==> config.mk <==
export PLATFORM = sky130hd
export DESIGN_NAME = emergency_drive_mode_control
export DESIGN_NICKNAME = d
export VERILOG_FILES = /design/src/rtl/emergency_drive_pkg.sv /design/src/rtl/emergency_drive_mode_control.sv
export VERILOG_INCLUDE_DIRS = /design/src /design/src/rtl
export SDC_FILE = /design/constraint.sdc
export NUM_CORES = 1
export LEC_CHECK = 0
export ABC_AREA = 0
export BUFFER_PORTS_ARGS = -buffer_cell sky130_fd_sc_hd__clkbuf_2
export CAP_MARGIN = 30
export CORE_MARGIN = 2
export CORE_UTILIZATION = 30
export DETAILED_ROUTE_END_ITERATION = 16
export PLACE_DENSITY = 0.68
export SLEW_MARGIN = 20
export SYNTH_ARGS = -nofsm -noshare
export SYNTH_HDL_FRONTEND = slang
export SYNTH_SLANG_ARGS = --single-unit
export TNS_END_PERCENT = 10
==> constraint.sdc <==
create_clock -name ref_clk -period 2.2 [get_ports ref_clk]
set_clock_uncertainty 0.15 [all_clocks]
set_input_delay 0.11 -clock ref_clk [delete_from_list [all_inputs] [get_ports ref_clk]]
set_output_delay 0.11 -clock ref_clk [all_outputs]
set_load 0.1 [all_outputs]
==> src/rtl/emergency_drive_params.svh <==
// Constants for the emergency drive mode controller
`ifndef EMERGENCY_DRIVE_PARAMS_SVH
`define EMERGENCY_DRIVE_PARAMS_SVH
`define MON_SEL_STATUS_CODE   8'h44
`define STAT_UNSET            8'h00
`define STAT_BYPASS_BASE      8'h0A
`define STAT_NORMAL_DIGIT     4'h1
`define STAT_PROPER_DIGIT     4'h2
`define STAT_ALARM_DIGIT      4'h3
`define STAT_RETRY_DIGIT      4'h4
`define STAT_SHUTOFF_DIGIT    4'h5
`define TENS_RAMP             4'h2
`define TENS_INTERLOCK        4'h3
`define TENS_MAINS            4'h4
`define TENS_WEIGHT           8'h0A
`define RESTART_SEL_CONVERTER 2'h2
`endif

==> src/rtl/emergency_drive_pkg.sv <==
// Types for the emergency drive mode controller
package emergency_drive_pkg;
    typedef enum logic [1:0] { MODE_FIXED, MODE_LOOP } drive_mode_e;
    typedef struct packed {
        logic second_function_select_input;
        logic vf_switchover_input;
        logic contactor_input;
        logic sequence_start_input;
        logic emergency_drive_request_input;
        logic loop_direction_input;
        logic pump_stop_input_a;
        logic pump_stop_input_b;
        logic pump_stop_input_c;
        logic loop_enable_input;
    } held_inputs_s;
    typedef struct packed {
        logic external_overheat_input;
        logic trace_trigger_input;
        logic trace_sampling_input;
        logic sequence_fault_clear_input;
        logic device_reset_input;
    } valid_inputs_s;
    typedef struct packed {
        logic param_write;
        logic param_clear;
        logic all_param_clear;
        logic param_copy;
    } param_req_s;
endpackage

==> src/rtl/emergency_drive_mode_control.sv <==
// Emergency drive mode, input gating, status monitor and bypass control
// Summary of operation
// - Ignore unrelated inputs during emergency drive
// - Overheat, trace, fault clear, reset stay live
// - Fixed mode holds select, contactor, sequence, request
// - Loop mode also holds direction, pumps; enable on
// - Status shown on monitor slot coded 68
// - Codes 0 to 5 without bypass
// - Codes 11 to 15 with bypass
// - Bypass tens 2,3,4; ones keep previous
// - Reject parameter changes while active
// - Reset, fault clear or a disabling condition ends drive
// - Sequence fault clear ends drive on trip
// - Keep in-operation status after fault clear
// - Bypass switches to mains on power failure
// - Mains contactor stays off on undervoltage
// - Disabled by restart select 2 with converter
// - Disabled by vector control, tuning, brake
// - Active output high throughout emergency drive
`include "emergency_drive_params.svh"
module emergency_drive_mode_control #(
    parameter int MON_SLOTS = 5
) (
    input  wire logic                               ref_clk,
    input  wire logic                               rst,
    input  wire logic                               function_enabled,
    input  wire logic                               bypass_enabled,
    input  wire logic                               loop_mode_select,
    input  wire logic [1:0]                         power_failure_restart_select,
    input  wire logic                               converter_in_use,
    input  wire logic                               vector_control,
    input  wire logic                               auto_tuning,
    input  wire logic                               brake_sequence_enabled,
    input  wire logic                               sequence_function_enabled,
    input  wire logic                               protective_tripped,
    input  wire logic                               alarm_present,
    input  wire logic                               fault_retry,
    input  wire logic                               fault_shutoff,
    input  wire logic                               power_failure,
    input  wire logic                               undervoltage_trip,
    input  wire logic                               bypass_at_switch_freq,
    input  wire logic                               interlock_done,
    input  wire logic [MON_SLOTS*8-1:0]             panel_monitor_select,
    input  wire emergency_drive_pkg::held_inputs_s  held_in,
    input  wire emergency_drive_pkg::valid_inputs_s valid_in,
    input  wire logic                               other_inputs_in,
    input  wire emergency_drive_pkg::param_req_s    param_req,
    output logic                                    emergency_active_output,
    output logic                                    mains_side_contactor_output,
    output logic                                    mains_operation,
    output logic [7:0]                              status_code,
    output logic [MON_SLOTS-1:0]                    monitor_shows_status,
    output emergency_drive_pkg::held_inputs_s       held_out,
    output emergency_drive_pkg::valid_inputs_s      valid_out,
    output logic                                    other_inputs_out,
    output emergency_drive_pkg::param_req_s         param_grant
);

    // Bypass steps: ramp to switchover frequency, interlock wait, then mains
    typedef enum logic [1:0] { BP_NONE, BP_RAMP, BP_INTERLOCK, BP_MAINS } bypass_state_e;

    // Drive state, latched terminals and the next-state terms
    emergency_drive_pkg::drive_mode_e  mode_reg;
    emergency_drive_pkg::held_inputs_s latch_reg;
    bypass_state_e                     bp_reg;
    bypass_state_e                     bp_next;
    logic                              active_reg;
    logic                              in_op_reg;
    logic                              uv_seen_reg;
    logic [3:0]                        ones_reg;
    logic [3:0]                        ones_next;
    logic [7:0]                        status_next;
    logic                              allowed;
    logic                              start;
    logic                              fault_exit;

    // Status value from a tens and a ones digit, shared by every bypass step
    function automatic logic [7:0] code_of(input logic [3:0] tens, input logic [3:0] ones);
        code_of = 8'(tens * `TENS_WEIGHT) + {4'h0, ones};
    endfunction

    // Function off when any forbidding condition holds
    assign allowed = function_enabled
                   && !(power_failure_restart_select == `RESTART_SEL_CONVERTER && converter_in_use)
                   && !vector_control && !auto_tuning && !brake_sequence_enabled;
    assign start      = allowed && !active_reg && held_in.emergency_drive_request_input;
    assign fault_exit = sequence_function_enabled && protective_tripped
                      && valid_in.sequence_fault_clear_input;

    // Active flag: request level alone never clears it; reset, fault clear or a disabling condition does
    always_ff @(posedge ref_clk) begin
        if (rst || valid_in.device_reset_input) begin
            active_reg <= 1'b0;
        end else if (active_reg && (fault_exit || !allowed)) begin
            active_reg <= 1'b0;
        end else if (start) begin
            active_reg <= 1'b1;
        end
    end

    // Mode chosen at entry and kept for the whole drive
    always_ff @(posedge ref_clk) begin
        if (rst) begin
            mode_reg <= emergency_drive_pkg::MODE_FIXED;
        end else if (start) begin
            mode_reg <= loop_mode_select ? emergency_drive_pkg::MODE_LOOP : emergency_drive_pkg::MODE_FIXED;
        end
    end

    // Latch held inputs on entry; a fault clear exit keeps the reported status
    always_ff @(posedge ref_clk) begin
        if (rst) begin
            latch_reg <= '0;
        end else if (start) begin
            latch_reg <= held_in;
        end
    end

    // In-operation memory outlives a fault clear exit; only a reset drops it,
    // so the panel keeps warning that the drive has run in emergency mode
    always_ff @(posedge ref_clk) begin
        if (rst || valid_in.device_reset_input) begin
            in_op_reg <= 1'b0;
        end else if (start) begin
            in_op_reg <= 1'b1;
        end
    end

    // Bypass sequencing toward mains operation
    always_comb begin
        bp_next = bp_reg;
        case (bp_reg)
            BP_NONE: begin
                if (active_reg && bypass_enabled && (power_failure || undervoltage_trip)) begin
                    bp_next = BP_RAMP;
                end
            end
            BP_RAMP: begin
                if (bypass_at_switch_freq) begin
                    bp_next = BP_INTERLOCK;
                end
            end
            BP_INTERLOCK: begin
                if (interlock_done) begin
                    bp_next = BP_MAINS;
                end
            end
            BP_MAINS: bp_next = BP_MAINS;
            default:  bp_next = BP_NONE;
        endcase
        // Leaving the drive abandons any bypass in progress
        if (!active_reg) begin
            bp_next = BP_NONE;
        end
    end

    // Bypass step register
    always_ff @(posedge ref_clk) begin
        if (rst) begin
            bp_reg <= BP_NONE;
        end else begin
            bp_reg <= bp_next;
        end
    end

    // Undervoltage remembered so the mains contactor stays open
    always_ff @(posedge ref_clk) begin
        if (rst || !active_reg) begin
            uv_seen_reg <= 1'b0;
        end else if (undervoltage_trip) begin
            uv_seen_reg <= 1'b1;
        end
    end

    // Mains flags taken from the next step so they move with the status code;
    // the live trip term covers the cycle before the memory above is set
    always_ff @(posedge ref_clk) begin
        if (rst) begin
            mains_operation             <= 1'b0;
            mains_side_contactor_output <= 1'b0;
        end else begin
            mains_operation             <= (bp_next == BP_MAINS);
            mains_side_contactor_output <= (bp_next == BP_MAINS) && !uv_seen_reg && !undervoltage_trip;
        end
    end

    // Ones digit of the status, frozen once bypass begins
    // Shutoff outranks retry, which outranks a plain alarm
    always_comb begin
        ones_next = `STAT_NORMAL_DIGIT;
        if (in_op_reg || active_reg) begin
            if (fault_shutoff) begin
                ones_next = `STAT_SHUTOFF_DIGIT;
            end else if (fault_retry) begin
                ones_next = `STAT_RETRY_DIGIT;
            end else if (alarm_present) begin
                ones_next = `STAT_ALARM_DIGIT;
            end else begin
                ones_next = `STAT_PROPER_DIGIT;
            end
        end
        if (bp_reg != BP_NONE) begin
            ones_next = ones_reg;
        end
    end

    // Ones digit register
    always_ff @(posedge ref_clk) begin
        if (rst) begin
            ones_reg <= `STAT_NORMAL_DIGIT;
        end else begin
            ones_reg <= ones_next;
        end
    end

    // Full status code
    // Plain digit without bypass, base or tens digit added with it
    always_comb begin
        if (!function_enabled) begin
            status_next = `STAT_UNSET;
        end else if (!bypass_enabled) begin
            status_next = {4'h0, ones_next};
        end else begin
            case (bp_next)
                BP_RAMP:      status_next = code_of(`TENS_RAMP, ones_next);
                BP_INTERLOCK: status_next = code_of(`TENS_INTERLOCK, ones_next);
                BP_MAINS:     status_next = code_of(`TENS_MAINS, ones_next);
                default:      status_next = `STAT_BYPASS_BASE + {4'h0, ones_next};
            endcase
        end
    end

    // Status register; the value is binary and the panel shows it in decimal,
    // so a bypass code such as 23 leaves here as 8'h17
    always_ff @(posedge ref_clk) begin
        if (rst) begin
            status_code <= `STAT_UNSET;
        end else begin
            status_code <= status_next;
        end
    end

    // Monitor slots that select the status code
    always_ff @(posedge ref_clk) begin
        if (rst) begin
            monitor_shows_status <= '0;
        end else begin
            for (int i = 0; i < MON_SLOTS; i++) begin
                monitor_shows_status[i] <= (panel_monitor_select[i*8 +: 8] == `MON_SEL_STATUS_CODE);
            end
        end
    end

    // Input gating seen by the rest of the drive
    always_ff @(posedge ref_clk) begin
        if (rst) begin
            held_out         <= '0;
            valid_out        <= '0;
            other_inputs_out <= 1'b0;
        end else begin
            valid_out        <= valid_in;
            other_inputs_out <= active_reg ? 1'b0 : other_inputs_in;
            held_out         <= held_in;
            // Latched levels replace the live ones only while the drive runs
            if (active_reg) begin
                held_out.second_function_select_input  <= latch_reg.second_function_select_input;
                held_out.vf_switchover_input           <= latch_reg.vf_switchover_input;
                held_out.contactor_input               <= latch_reg.contactor_input;
                held_out.sequence_start_input          <= latch_reg.sequence_start_input;
                held_out.emergency_drive_request_input <= latch_reg.emergency_drive_request_input;
                if (mode_reg == emergency_drive_pkg::MODE_LOOP) begin
                    held_out.loop_direction_input <= latch_reg.loop_direction_input;
                    held_out.pump_stop_input_a    <= latch_reg.pump_stop_input_a;
                    held_out.pump_stop_input_b    <= latch_reg.pump_stop_input_b;
                    held_out.pump_stop_input_c    <= latch_reg.pump_stop_input_c;
                    held_out.loop_enable_input    <= 1'b1;
                end else begin
                    held_out.loop_direction_input <= 1'b0;
                    held_out.pump_stop_input_a    <= 1'b0;
                    held_out.pump_stop_input_b    <= 1'b0;
                    held_out.pump_stop_input_c    <= 1'b0;
                    held_out.loop_enable_input    <= 1'b0;
                end
            end
        end
    end

    // Parameter requests blocked while active; active output follows drive state
    always_ff @(posedge ref_clk) begin
        if (rst) begin
            param_grant             <= '0;
            emergency_active_output <= 1'b0;
        end else begin
            param_grant             <= active_reg ? '0 : param_req;
            emergency_active_output <= active_reg;
        end
    end

endmodule // emergency_drive_mode_control

==> impl_results.md, run 1 <==
* Status: finished, final reports clean
* Fin Setup TNS at 0 ns
* Clock Tree Buf Depth at 2
* Clock sink total at 53
* Layout cells sized above 1 at 36.5%
* CTS tree: built
* Pin count of the biggest net entering global routing at 30
* Rows at 30
* Hold Vio Cnt, Final at 0
* Final min period at 1.99 ns
* Initial antenna violation count at 0
* Worst Setup End Kind: flip-flop
* Number of global-route vias before repair at 2037
* Pwr per Cell Area at 583 nW/um^2
* Commonest non-fill, non-tap cell in the layout: clkbuf_2
* Global route overflow at 0
* Initial DRC count at 39
* Avg Synthesized Cell Area at 9.68 um^2
* Final GP Congestion at 0.893
* Worst R2R Start: bp_reg[0]
* Post-synth ARST share at 0%
* IO buf count at 113
* NumNets Final at 461
* Final setup margin at 0.208 ns
* WL/cell at 11.9 um
* Fin util at 47.6%
* Period utilisation layout at 90.6%
* DP Worst Slack at 0.0445 ns
* Most frequent cells in the layout: 113 x clkbuf_2, 53 x dfxtp_1, 33 x dlygate4sd3_1, 26 x nor2_1, 14 x mux2i_1
* Sequential-to-total area share from yosys stat at 49.4%
* Core ar. at 6870 um^2
* Hold_sp: function_enabled
* Critical path required time at 2.25 ns
* Starting Density at 31.3%
* Mapped Area at 2150 um^2
* Via density at 4.45
* Die area at 7850 um^2
* DRT Pass-1 Iters at 4
* DR vias at 2096
* Top_reg_cell synth: dfxtp_1
* # diodes at 0
* Top Ports at 116
* Crit. Startpoint: bp_reg[0]
* Max Fclk at 502 MHz
* Cell Count Post-Placement at 431
* Post-DP HPWL at 4.19 mm
* Cts bufs inserted at 5
* Relative slew margins at 59.8%
* Hold Crit Class: primary input to flip-flop
* Chip height at 88.6 um
* Finish-stage setup viols at 0
* R2R depth at 8
* Distinct cells, synth at 42
* H-tree Lvls at 2
* Max Cap Viol at 0
* Die width at 88.6 um
* Crit Path Category: flip-flop to flip-flop
* End of the critical path: status_code[3]
* Startpoint Class: flip-flop
* Non-Filler Instances at 471
* Max FFs per register at 10
* Area delta synth->final at 52.2%
* Slew Limit Fails at 0
* Maximum vdd drop at 0.297 mV
* Clk Latency, worst-skew pair at 0.29 ns
* Synth warnings at 0
* Post-CTS Setup Inserts at 0
* WL final at 5.62 mm
* First-pass GRT wire length at 8.65 mm
* Clock-pin slew on the worst setup and hold paths at 0.09 ns
* Crit path max fanout at 7
* Overall Global Routing Usage at 14.0%
* Root Driver: clkbuf_8
* P_leak at 1.56 nW
* Worst-Margin Slew at 0.602 ns
* Final ANT Viol Nets at 0
* Post-route DRC violation count at 0
* Post-synth EDFFs at 0
* Reg-to-reg endpoint: status_code[3]
* Reg-to-reg setup timing slack at 0.21 ns
* #FFs+latches synth at 53
* CP Data Arrival Time at 2.04 ns
* Filler cells at 678
* RSZ-0062 raised after global routing: false
* Synth Instances at 222
worst min path at each step:
stage / to / slack, ns / depth (start not counted)
2_1_floorplan: in_op_reg / 0.03 / 1
3_5_place_dp: monitor_shows_status[2] / 0.13 / 2
5_1_grt: status_code[1] / 0.006 / 3
3_3_place_gp: monitor_shows_status[3] / 0.12 / 2
4_1_cts: status_code[1] / 0.0006 / 3
6_report: status_code[1] / 0.01 / 3
synth_stat cells (all sizes together) (2+ instances only):
master	instances	area [um^2]
ha	6	75.1
o21a	3	30.0
and2	6	37.5
a31oi	2	12.5
nand3	7	35.0
buf	5	38.8
clkbuf	6	22.5
dfxtp	53	1060
nor3	4	30.0
nand3b	7	52.6
nor4b	7	61.3
nand2	13	48.8
nor2	26	97.6
inv	7	26.3
o21ai	6	30.0
a21oi	13	76.3
or2	2	12.5
o211ai	2	20.0
mux2i	14	140
nand2b	6	37.5
nor2b	7	43.8
nor4	8	65.1
critical path, cell delays in order, from the launching register on:
cell	delay, ns
dfxtp_1	0.32
or2_4	0.29
nor4_4	0.19
a21oi_4	0.05
ha_1	0.20
ha_1	0.27
o21ai_1	0.15
a31oi_1	0.10
nor4_1	0.17
repair_timing:
| action | 4_1_cts | 5_1_grt |
|---|---|---|
| hold buffers | 33 | 0 |
| setup endpoints to repair | 0 | 1 |
| hold endpoints to repair | 38 | 0 |
| resized for setup | 0 | 2 |
area by class of cell:
class	instances	area [um^2]	area share, %
flip-flops and latches	53	1060	32.4
multi-input cells	152	1010	30.8
repair buffers	156	971	29.7
well taps	96	120	3.67
clock buffers	7	86.3	2.64
inverters	7	26.3	0.803
where the power goes:
group / leakage [nW] / switching, W / internal, W
clock: 0.0443 / 0.000286 / 0.000250
sequential: 0.433 / 0.00000715 / 0.000984
combinational: 1.08 / 0.000257 / 0.000123
total: 1.56 / 0.000550 / 0.00136
kinds of logic (layout without fill, tap and decap cells):
logic type / after synthesis / in the layout / synth area share [%]
simple gates: 96 / 96 / 25.4
flops: 53 / 53 / 49.4
compound gates: 33 / 33 / 10.5
buf+inv: 18 / 170 / 4.08
mux: 14 / 14 / 6.52
fa+ha+maj: 6 / 6 / 3.49
other cells: 1 / 2 / 0.175
xor+xnor: 1 / 1 / 0.408
layer usage:
layer | part of all wire [%] | vias to the layer above | track usage, %
li1 | - | 1073 | -
met4 | 0.12 | 0 | 3.58
met5 | 0 | - | 0
met3 | 5.5 | 2 | 3.73
met2 | 53 | 70 | 26.1
met1 | 41 | 951 | 15.8
stage by stage:
stage	power [W]	hold slack, ns	cell area (um^2)
5_1_grt	0.00200	0.00573	3270
3_5_place_dp	0.00136	0.127	2850
4_1_cts	0.00194	0.000603	3270
6_report	0.00191	0.0133	3270
3_3_place_gp	0.00135	0.123	2850
2_1_floorplan	0.00125	0.0328	2150
Note: power is estimated with default switching activity, not from simulation.
==> run 2: changes to the inputs <==
--- a/config.mk
+++ b/config.mk
@@ -12,7 +12,7 @@
 export CORE_MARGIN = 2
 export CORE_UTILIZATION = 30
 export DETAILED_ROUTE_END_ITERATION = 16
-export PLACE_DENSITY = 0.68
+export RECOVER_POWER = 100
 export SLEW_MARGIN = 20
 export SYNTH_ARGS = -nofsm -noshare
 export SYNTH_HDL_FRONTEND = slang
==> run 2 against run 1 <==
  * Cell count grew 0.21%
  * Clock-buffer cell count is the same
  * Global-route usage shrank 0.72 points
  * Setup slack got worse by 0.025 ns
  * Hold slack got worse by 0.011 ns
  * Largest cell class unchanged
  * Critical endpoint unchanged
  * Sequential share of layout area is 0.49 points higher
  * Via count down 0.43%
  * Register-to-register slack worse by 0.02 ns
  * Die area did not move
  * Clock power grew 14%
  * Maximum frequency decreased by 1.2%
  * Largest power group unchanged
==> impl_results.md, run 2 (same netlist as run 1, synthesis figures left out) <==
* Relative slew margins at 20.6%
* Critical path required time at 2.27 ns
* Crit Path Category: flip-flop to flip-flop
* Clk Latency, worst-skew pair at 0.30 ns
* GRT met1 Usage at 16.0%
* Startpoint Class: flip-flop
* Post-placement cell area at 2850 um^2
* Hold_ws at 0.00211 ns
* Filler cells at 712
* Top delay family on crit path: simple AND/OR/NAND/NOR gates
* Multi-input gate area at 991 um^2
* Maximum vdd drop at 0.290 mV
* Commonest non-fill, non-tap cell in the layout: clkbuf_2
* IO buf count at 113
* Clock-pin slew on the worst setup and hold paths at 0.10 ns
* Clock Tree Buf Depth at 2
* Cts bufs inserted at 5
* Max Cap Viol at 0
* Slew Limit Fails at 0
* Slowest stage delay, CP at 0.32 ns
* Layout cells sized above 1 at 26.1%
* M3 GR Usage at 4.57%
* Most frequent cells in the layout: 77 x clkbuf_2, 53 x dfxtp_1, 38 x clkbuf_1, 33 x dlygate4sd3_1, 26 x nor2_1
* Worst-Margin Slew at 1.20 ns
* Pwr per Cell Area at 613 nW/um^2
* Seq pwr share at 50.2%
* Status: finished, final reports clean
* Post-CTS Setup Inserts at 0
* Switch Pwr at 0.000583 W
* Critical-path cell list: or2_4 -> nor4_4 -> a21oi_4 -> ha_1 -> ha_1 -> o21ai_0 -> a31oi_1 -> nor4_1
* Internal Power at 0.00139 W
* Reg-to-reg setup timing slack at 0.18 ns
* P_leak at 1.43 nW
* Max Fclk at 496 MHz
* H-tree Lvls at 2
* Top Ports at 116
* Global route overflow at 0
* NumNets Final at 461
* Critical path buffers and inverters at 0
* Register Area at 1060 um^2
* DR vias at 2087
* Pin count of the biggest net entering global routing at 30
* Via density at 4.42
* Initial antenna violation count at 0
* Post-route DRC violation count at 0
* Combinational power share at 18.8%
* Finish-stage setup viols at 0
* Hold Crit Class: primary input to flip-flop
* Non-Filler Instances at 472
* CP Data Arrival Time at 2.09 ns
* # diodes at 0
* Overall Global Routing Usage at 13.3%
* Root Driver: clkbuf_8
* WL/cell at 11.6 um
* Chip height at 88.6 um
* RSZ-0062 raised after global routing: false
* Met2 usage at 22.5%
* Die width at 88.6 um
* Period utilisation layout at 91.7%
* Area delta synth->final at 50.0%
* Number of global-route vias before repair at 1820
* First-pass GRT wire length at 8.06 mm
* Max FFs per register at 10
* DRT Pass-1 Iters at 4
* Starting Density at 31.3%
* Switching Share at 29.5%
* Worst Setup End Kind: flip-flop
* Hold Vio Cnt, Final at 0
* Die area at 7850 um^2
* Clock sink total at 53
* Clk pwr share at 31.0%
* Most used cell along the critical path: ha_1
* Fin Setup TNS at 0 ns
* Final GP Congestion at 0.900
* Post-DP HPWL at 4.06 mm
* Cell Count Post-Placement at 431
* Final instance area at 3220 um^2
* Rows at 30
* DP Worst Slack at 0.113 ns
* Slowest-stage cell, CP: dfxtp_1
* CTS tree: built
* Crit path max fanout at 6
* Initial DRC count at 51
* Final min period at 2.02 ns
* Most crowded layer after global routing: met2
* WL final at 5.46 mm
* Final ANT Viol Nets at 0
* Final setup margin at 0.183 ns
* Core ar. at 6870 um^2
-- run 2: cell types whose count changed in the layout (fill, tap and decap cells not counted), moves of 2 or more --
cell | before | now
clkbuf_1 | 1 | 38
clkbuf_2 | 113 | 77
and2_0 | 0 | 6
and2_1 | 6 | 0
buf_4 | 10 | 8
nor3_1 | 2 | 4
nor3_2 | 2 | 0
o21ai_0 | 4 | 6
o21ai_1 | 2 | 0
-- run 2: worst paths after layout --
kind                      startpoint  cells after the start        endpoint
setup / recovery           bp_reg[0]                      8  status_code[3]
hold / removal    protective_tripped                      4      active_reg
setup reg to reg           bp_reg[0]                      8  status_code[3]
hold reg to reg         latch_reg[5]                      2    latch_reg[5]
-- run 2: repair_timing --
action                                  4_1_cts  5_1_grt
endpoints found under the setup margin        0        1
endpoints found under the hold margin        41        0
hold buffers                                 33        0
resized for setup                             0        1
-- run 2: area by class of cell --
cell class | instances | area share [%]
clock buffers | 7 | 2.99
clock inverters | 1 | 0.272
inverters | 7 | 0.816
multi-input cells | 152 | 30.8
flip-flops and latches | 53 | 32.9
well taps | 96 | 3.73
repair buffers | 156 | 28.5
-- run 2: power by group through the flow --
stage          Sequential (W)  Clock (W)  Combinational, W
2_1_floorplan         0.00118          0         0.0000708
3_5_place_dp          0.00101          0          0.000340
5_1_grt              0.000995   0.000684          0.000393
4_1_cts              0.000992   0.000640          0.000380
3_3_place_gp          0.00101          0          0.000338
6_report             0.000991   0.000613          0.000371
-- run 2: layer usage --
metal / part of all wire (%) / wire length (um)
met1: 43 / 2360
met2: 48 / 2640
met3: 7.2 / 393
met4: 1.4 / 74
met5: 0 / 0
-- run 2: tightest hold or removal path, stage by stage --
cell and delay, ns:
clkbuf_2 0.08, nand3_1 0.06, nand2_1 0.07, a2111oi_0 0.09
-- run 2: through the flow --
stage	util, %	power, W
after floorplan	-	0.00125
after global placement	41.5	0.00135
after detailed placement	41.5	0.00135
after CTS	47.9	0.00201
after global routing	46.9	0.00207
final	46.9	0.00197
==> run 3: changes to the inputs <==
--- a/config.mk
+++ b/config.mk
@@ -7,8 +7,10 @@
 export NUM_CORES = 1
 export LEC_CHECK = 0
 export ABC_AREA = 0
+export ABC_CLOCK_PERIOD_IN_PS = 2200
 export BUFFER_PORTS_ARGS = -buffer_cell sky130_fd_sc_hd__clkbuf_2
 export CAP_MARGIN = 30
+export CORE_ASPECT_RATIO = 0.9
 export CORE_MARGIN = 2
 export CORE_UTILIZATION = 30
 export DETAILED_ROUTE_END_ITERATION = 16
==> run 3 against run 2 <==
  * First-iteration DRC count increased by 2.0%
  * Sequential power about the same
  * Flip-flop and latch count unchanged
  * Power increased by 9.0%
  * Utilization decreased by 0.075 points
  * Maximum frequency decreased by 2.6%
  * Design area increased by 1.8%
  * Wire length increased by 2.4%
  * Critical path depth increased by 1
  * Non-clock buffer count increased by 1
  * Combinational power increased by 1%
  * Clock power increased by 28%
  * Critical endpoint unchanged
  * Highest routed layer unchanged
==> impl_results.md, run 3 (same netlist as run 1, synthesis figures left out) <==
* Status: finished, final reports clean
* Clock Tree Buf Depth at 2
* DRT Pass-1 Iters at 4
* Rows at 29
* DR vias at 2114
* Period utilisation layout at 94.1%
* Register Area at 1060 um^2
* Hold Vio Cnt, Final at 0
* Filler cells at 717
* Max Fclk at 483 MHz
* Post-DP HPWL at 3.92 mm
* Final GP Congestion at 0.846
* Pin count of the biggest net entering global routing at 21
* Seq pwr share at 46.0%
* Finish-stage setup viols at 0
* Clock sink total at 53
* Via density at 4.50
* Final ANT Viol Nets at 0
* Pwr per Cell Area at 657 nW/um^2
* H-tree Lvls at 2
* Relative slew margins at 21.2%
* Layout cells sized above 1 at 27.6%
* Number of global-route vias before repair at 2032
* Switch Pwr at 0.000598 W
* Multi-input gate area at 1010 um^2
* Area delta synth->final at 52.7%
* Post-placement cell area at 2840 um^2
* Final instance area at 3280 um^2
* Switching Share at 27.8%
* CP Data Arrival Time at 2.14 ns
* Worst-Margin Slew at 1.19 ns
* First-pass GRT wire length at 8.96 mm
* CTS tree: built
* Initial DRC count at 52
* Power, Total at 0.00215 W
* Initial antenna violation count at 0
* Core ar. at 7000 um^2
* Max FFs per register at 10
* WL/cell at 11.9 um
* # diodes at 0
* P_leak at 1.46 nW
* Chip height at 84.3 um
* WL final at 5.59 mm
* Maximum vdd drop at 0.366 mV
* Global route overflow at 0
* Combinational power share at 17.5%
* Slew Limit Fails at 0
* Clk pwr share at 36.5%
* Overall Global Routing Usage at 14.3%
* Fin util at 46.8%
* Cts bufs inserted at 5
* Hold Crit Class: primary input to flip-flop
* Crit path max fanout at 5
* Starting Density at 30.7%
* Clock-pin slew on the worst setup and hold paths at 0.10 ns
* Commonest non-fill, non-tap cell in the layout: clkbuf_2
* Top Ports at 116
* Worst Setup End Kind: flip-flop
* Root Driver: clkbuf_8
* Die area at 7850 um^2
* Die width at 93.2 um
* NumNets Final at 462
* Crit Path Category: flip-flop to flip-flop
* Most frequent cells in the layout: 78 x clkbuf_2, 51 x dfxtp_1, 37 x clkbuf_1, 34 x dlygate4sd3_1, 26 x nor2_1
* Post-route DRC violation count at 0
* Max Cap Viol at 0
* RSZ-0062 raised after global routing: false
* Internal Power at 0.00156 W
* IO buf count at 113
* Critical path required time at 2.27 ns
* Startpoint Class: flip-flop
* Final min period at 2.07 ns
* Clk Latency, worst-skew pair at 0.31 ns
* Fin Setup TNS at 0 ns
-- run 3: layout make-up --
cell class | instances | area share, %
Multi-Input combinational cell | 152 | 30.8
Sequential cell | 53 | 32.4
Clock inverter | 3 | 1.98
Timing Repair Buffer | 157 | 28.3
Tap cell | 93 | 3.55
Inverter | 7 | 0.801
Clock buffer | 5 | 2.10
-- run 3: power groups by stage --
stage	Clock, W	Sequential [W]	Combinational [W]
after floorplan	0	0.00118	0.0000708
after global placement	0	0.00101	0.000340
after detailed placement	0	0.00101	0.000343
after CTS	0.000823	0.000992	0.000383
after global routing	0.000850	0.000994	0.000400
final	0.000786	0.000991	0.000376
-- run 3: stage by stage --
| step | setup WS [ns] | hold slack [ns] | cells |
|---|---|---|---|
| global placement | 0.186 | 0.125 | 427 |
| finish | 0.129 | 0.0277 | 470 |
| global route | 0.0101 | 0.0572 | 470 |
| CTS | 0.0413 | 0.0146 | 469 |
| floorplan | 0.118 | 0.0328 | 223 |
| detailed placement | 0.0712 | 0.125 | 427 |
-- run 3: path summary, 6_finish.rpt --
path / from / to / slack (ns) / cells after the start
max reg2reg: bp_reg[1] / status_code[3] / 0.13 / 9
max: bp_reg[1] / status_code[3] / 0.13 / 9
min reg2reg: latch_reg[5] / latch_reg[5] / 0.31 / 2
min: bypass_enabled / status_code[2] / 0.03 / 3
-- run 3: worst max-delay path: stages (launching register included) --
cell and delay (ns):
dfxtp_2 0.33, or2_4 0.26, clkbuf_1 0.13, buf_4 0.16, a21oi_4 0.13, ha_2 0.21
ha_4 0.20, o21ai_1 0.12, a31oi_1 0.09, nor4_1 0.19
-- run 3: layer usage --
layer  vias to the layer above  global-route usage (%)  part of all wire, %
met5                         -                       0                    0
li1                       1071                       -                    -
met4                         0                    4.81                  1.3
met3                         8                    3.86                  6.2
met2                        69                    25.3                   49
met1                       966                    16.8                   44
-- run 3: repair_timing --
action / 4_1_cts / 5_1_grt
endpoints found under the hold margin: 41 / 0
buffers inserted: 0 / 1
hold buffers: 34 / 0
endpoints found under the setup margin: 0 / 2
resized for setup: 0 / 9
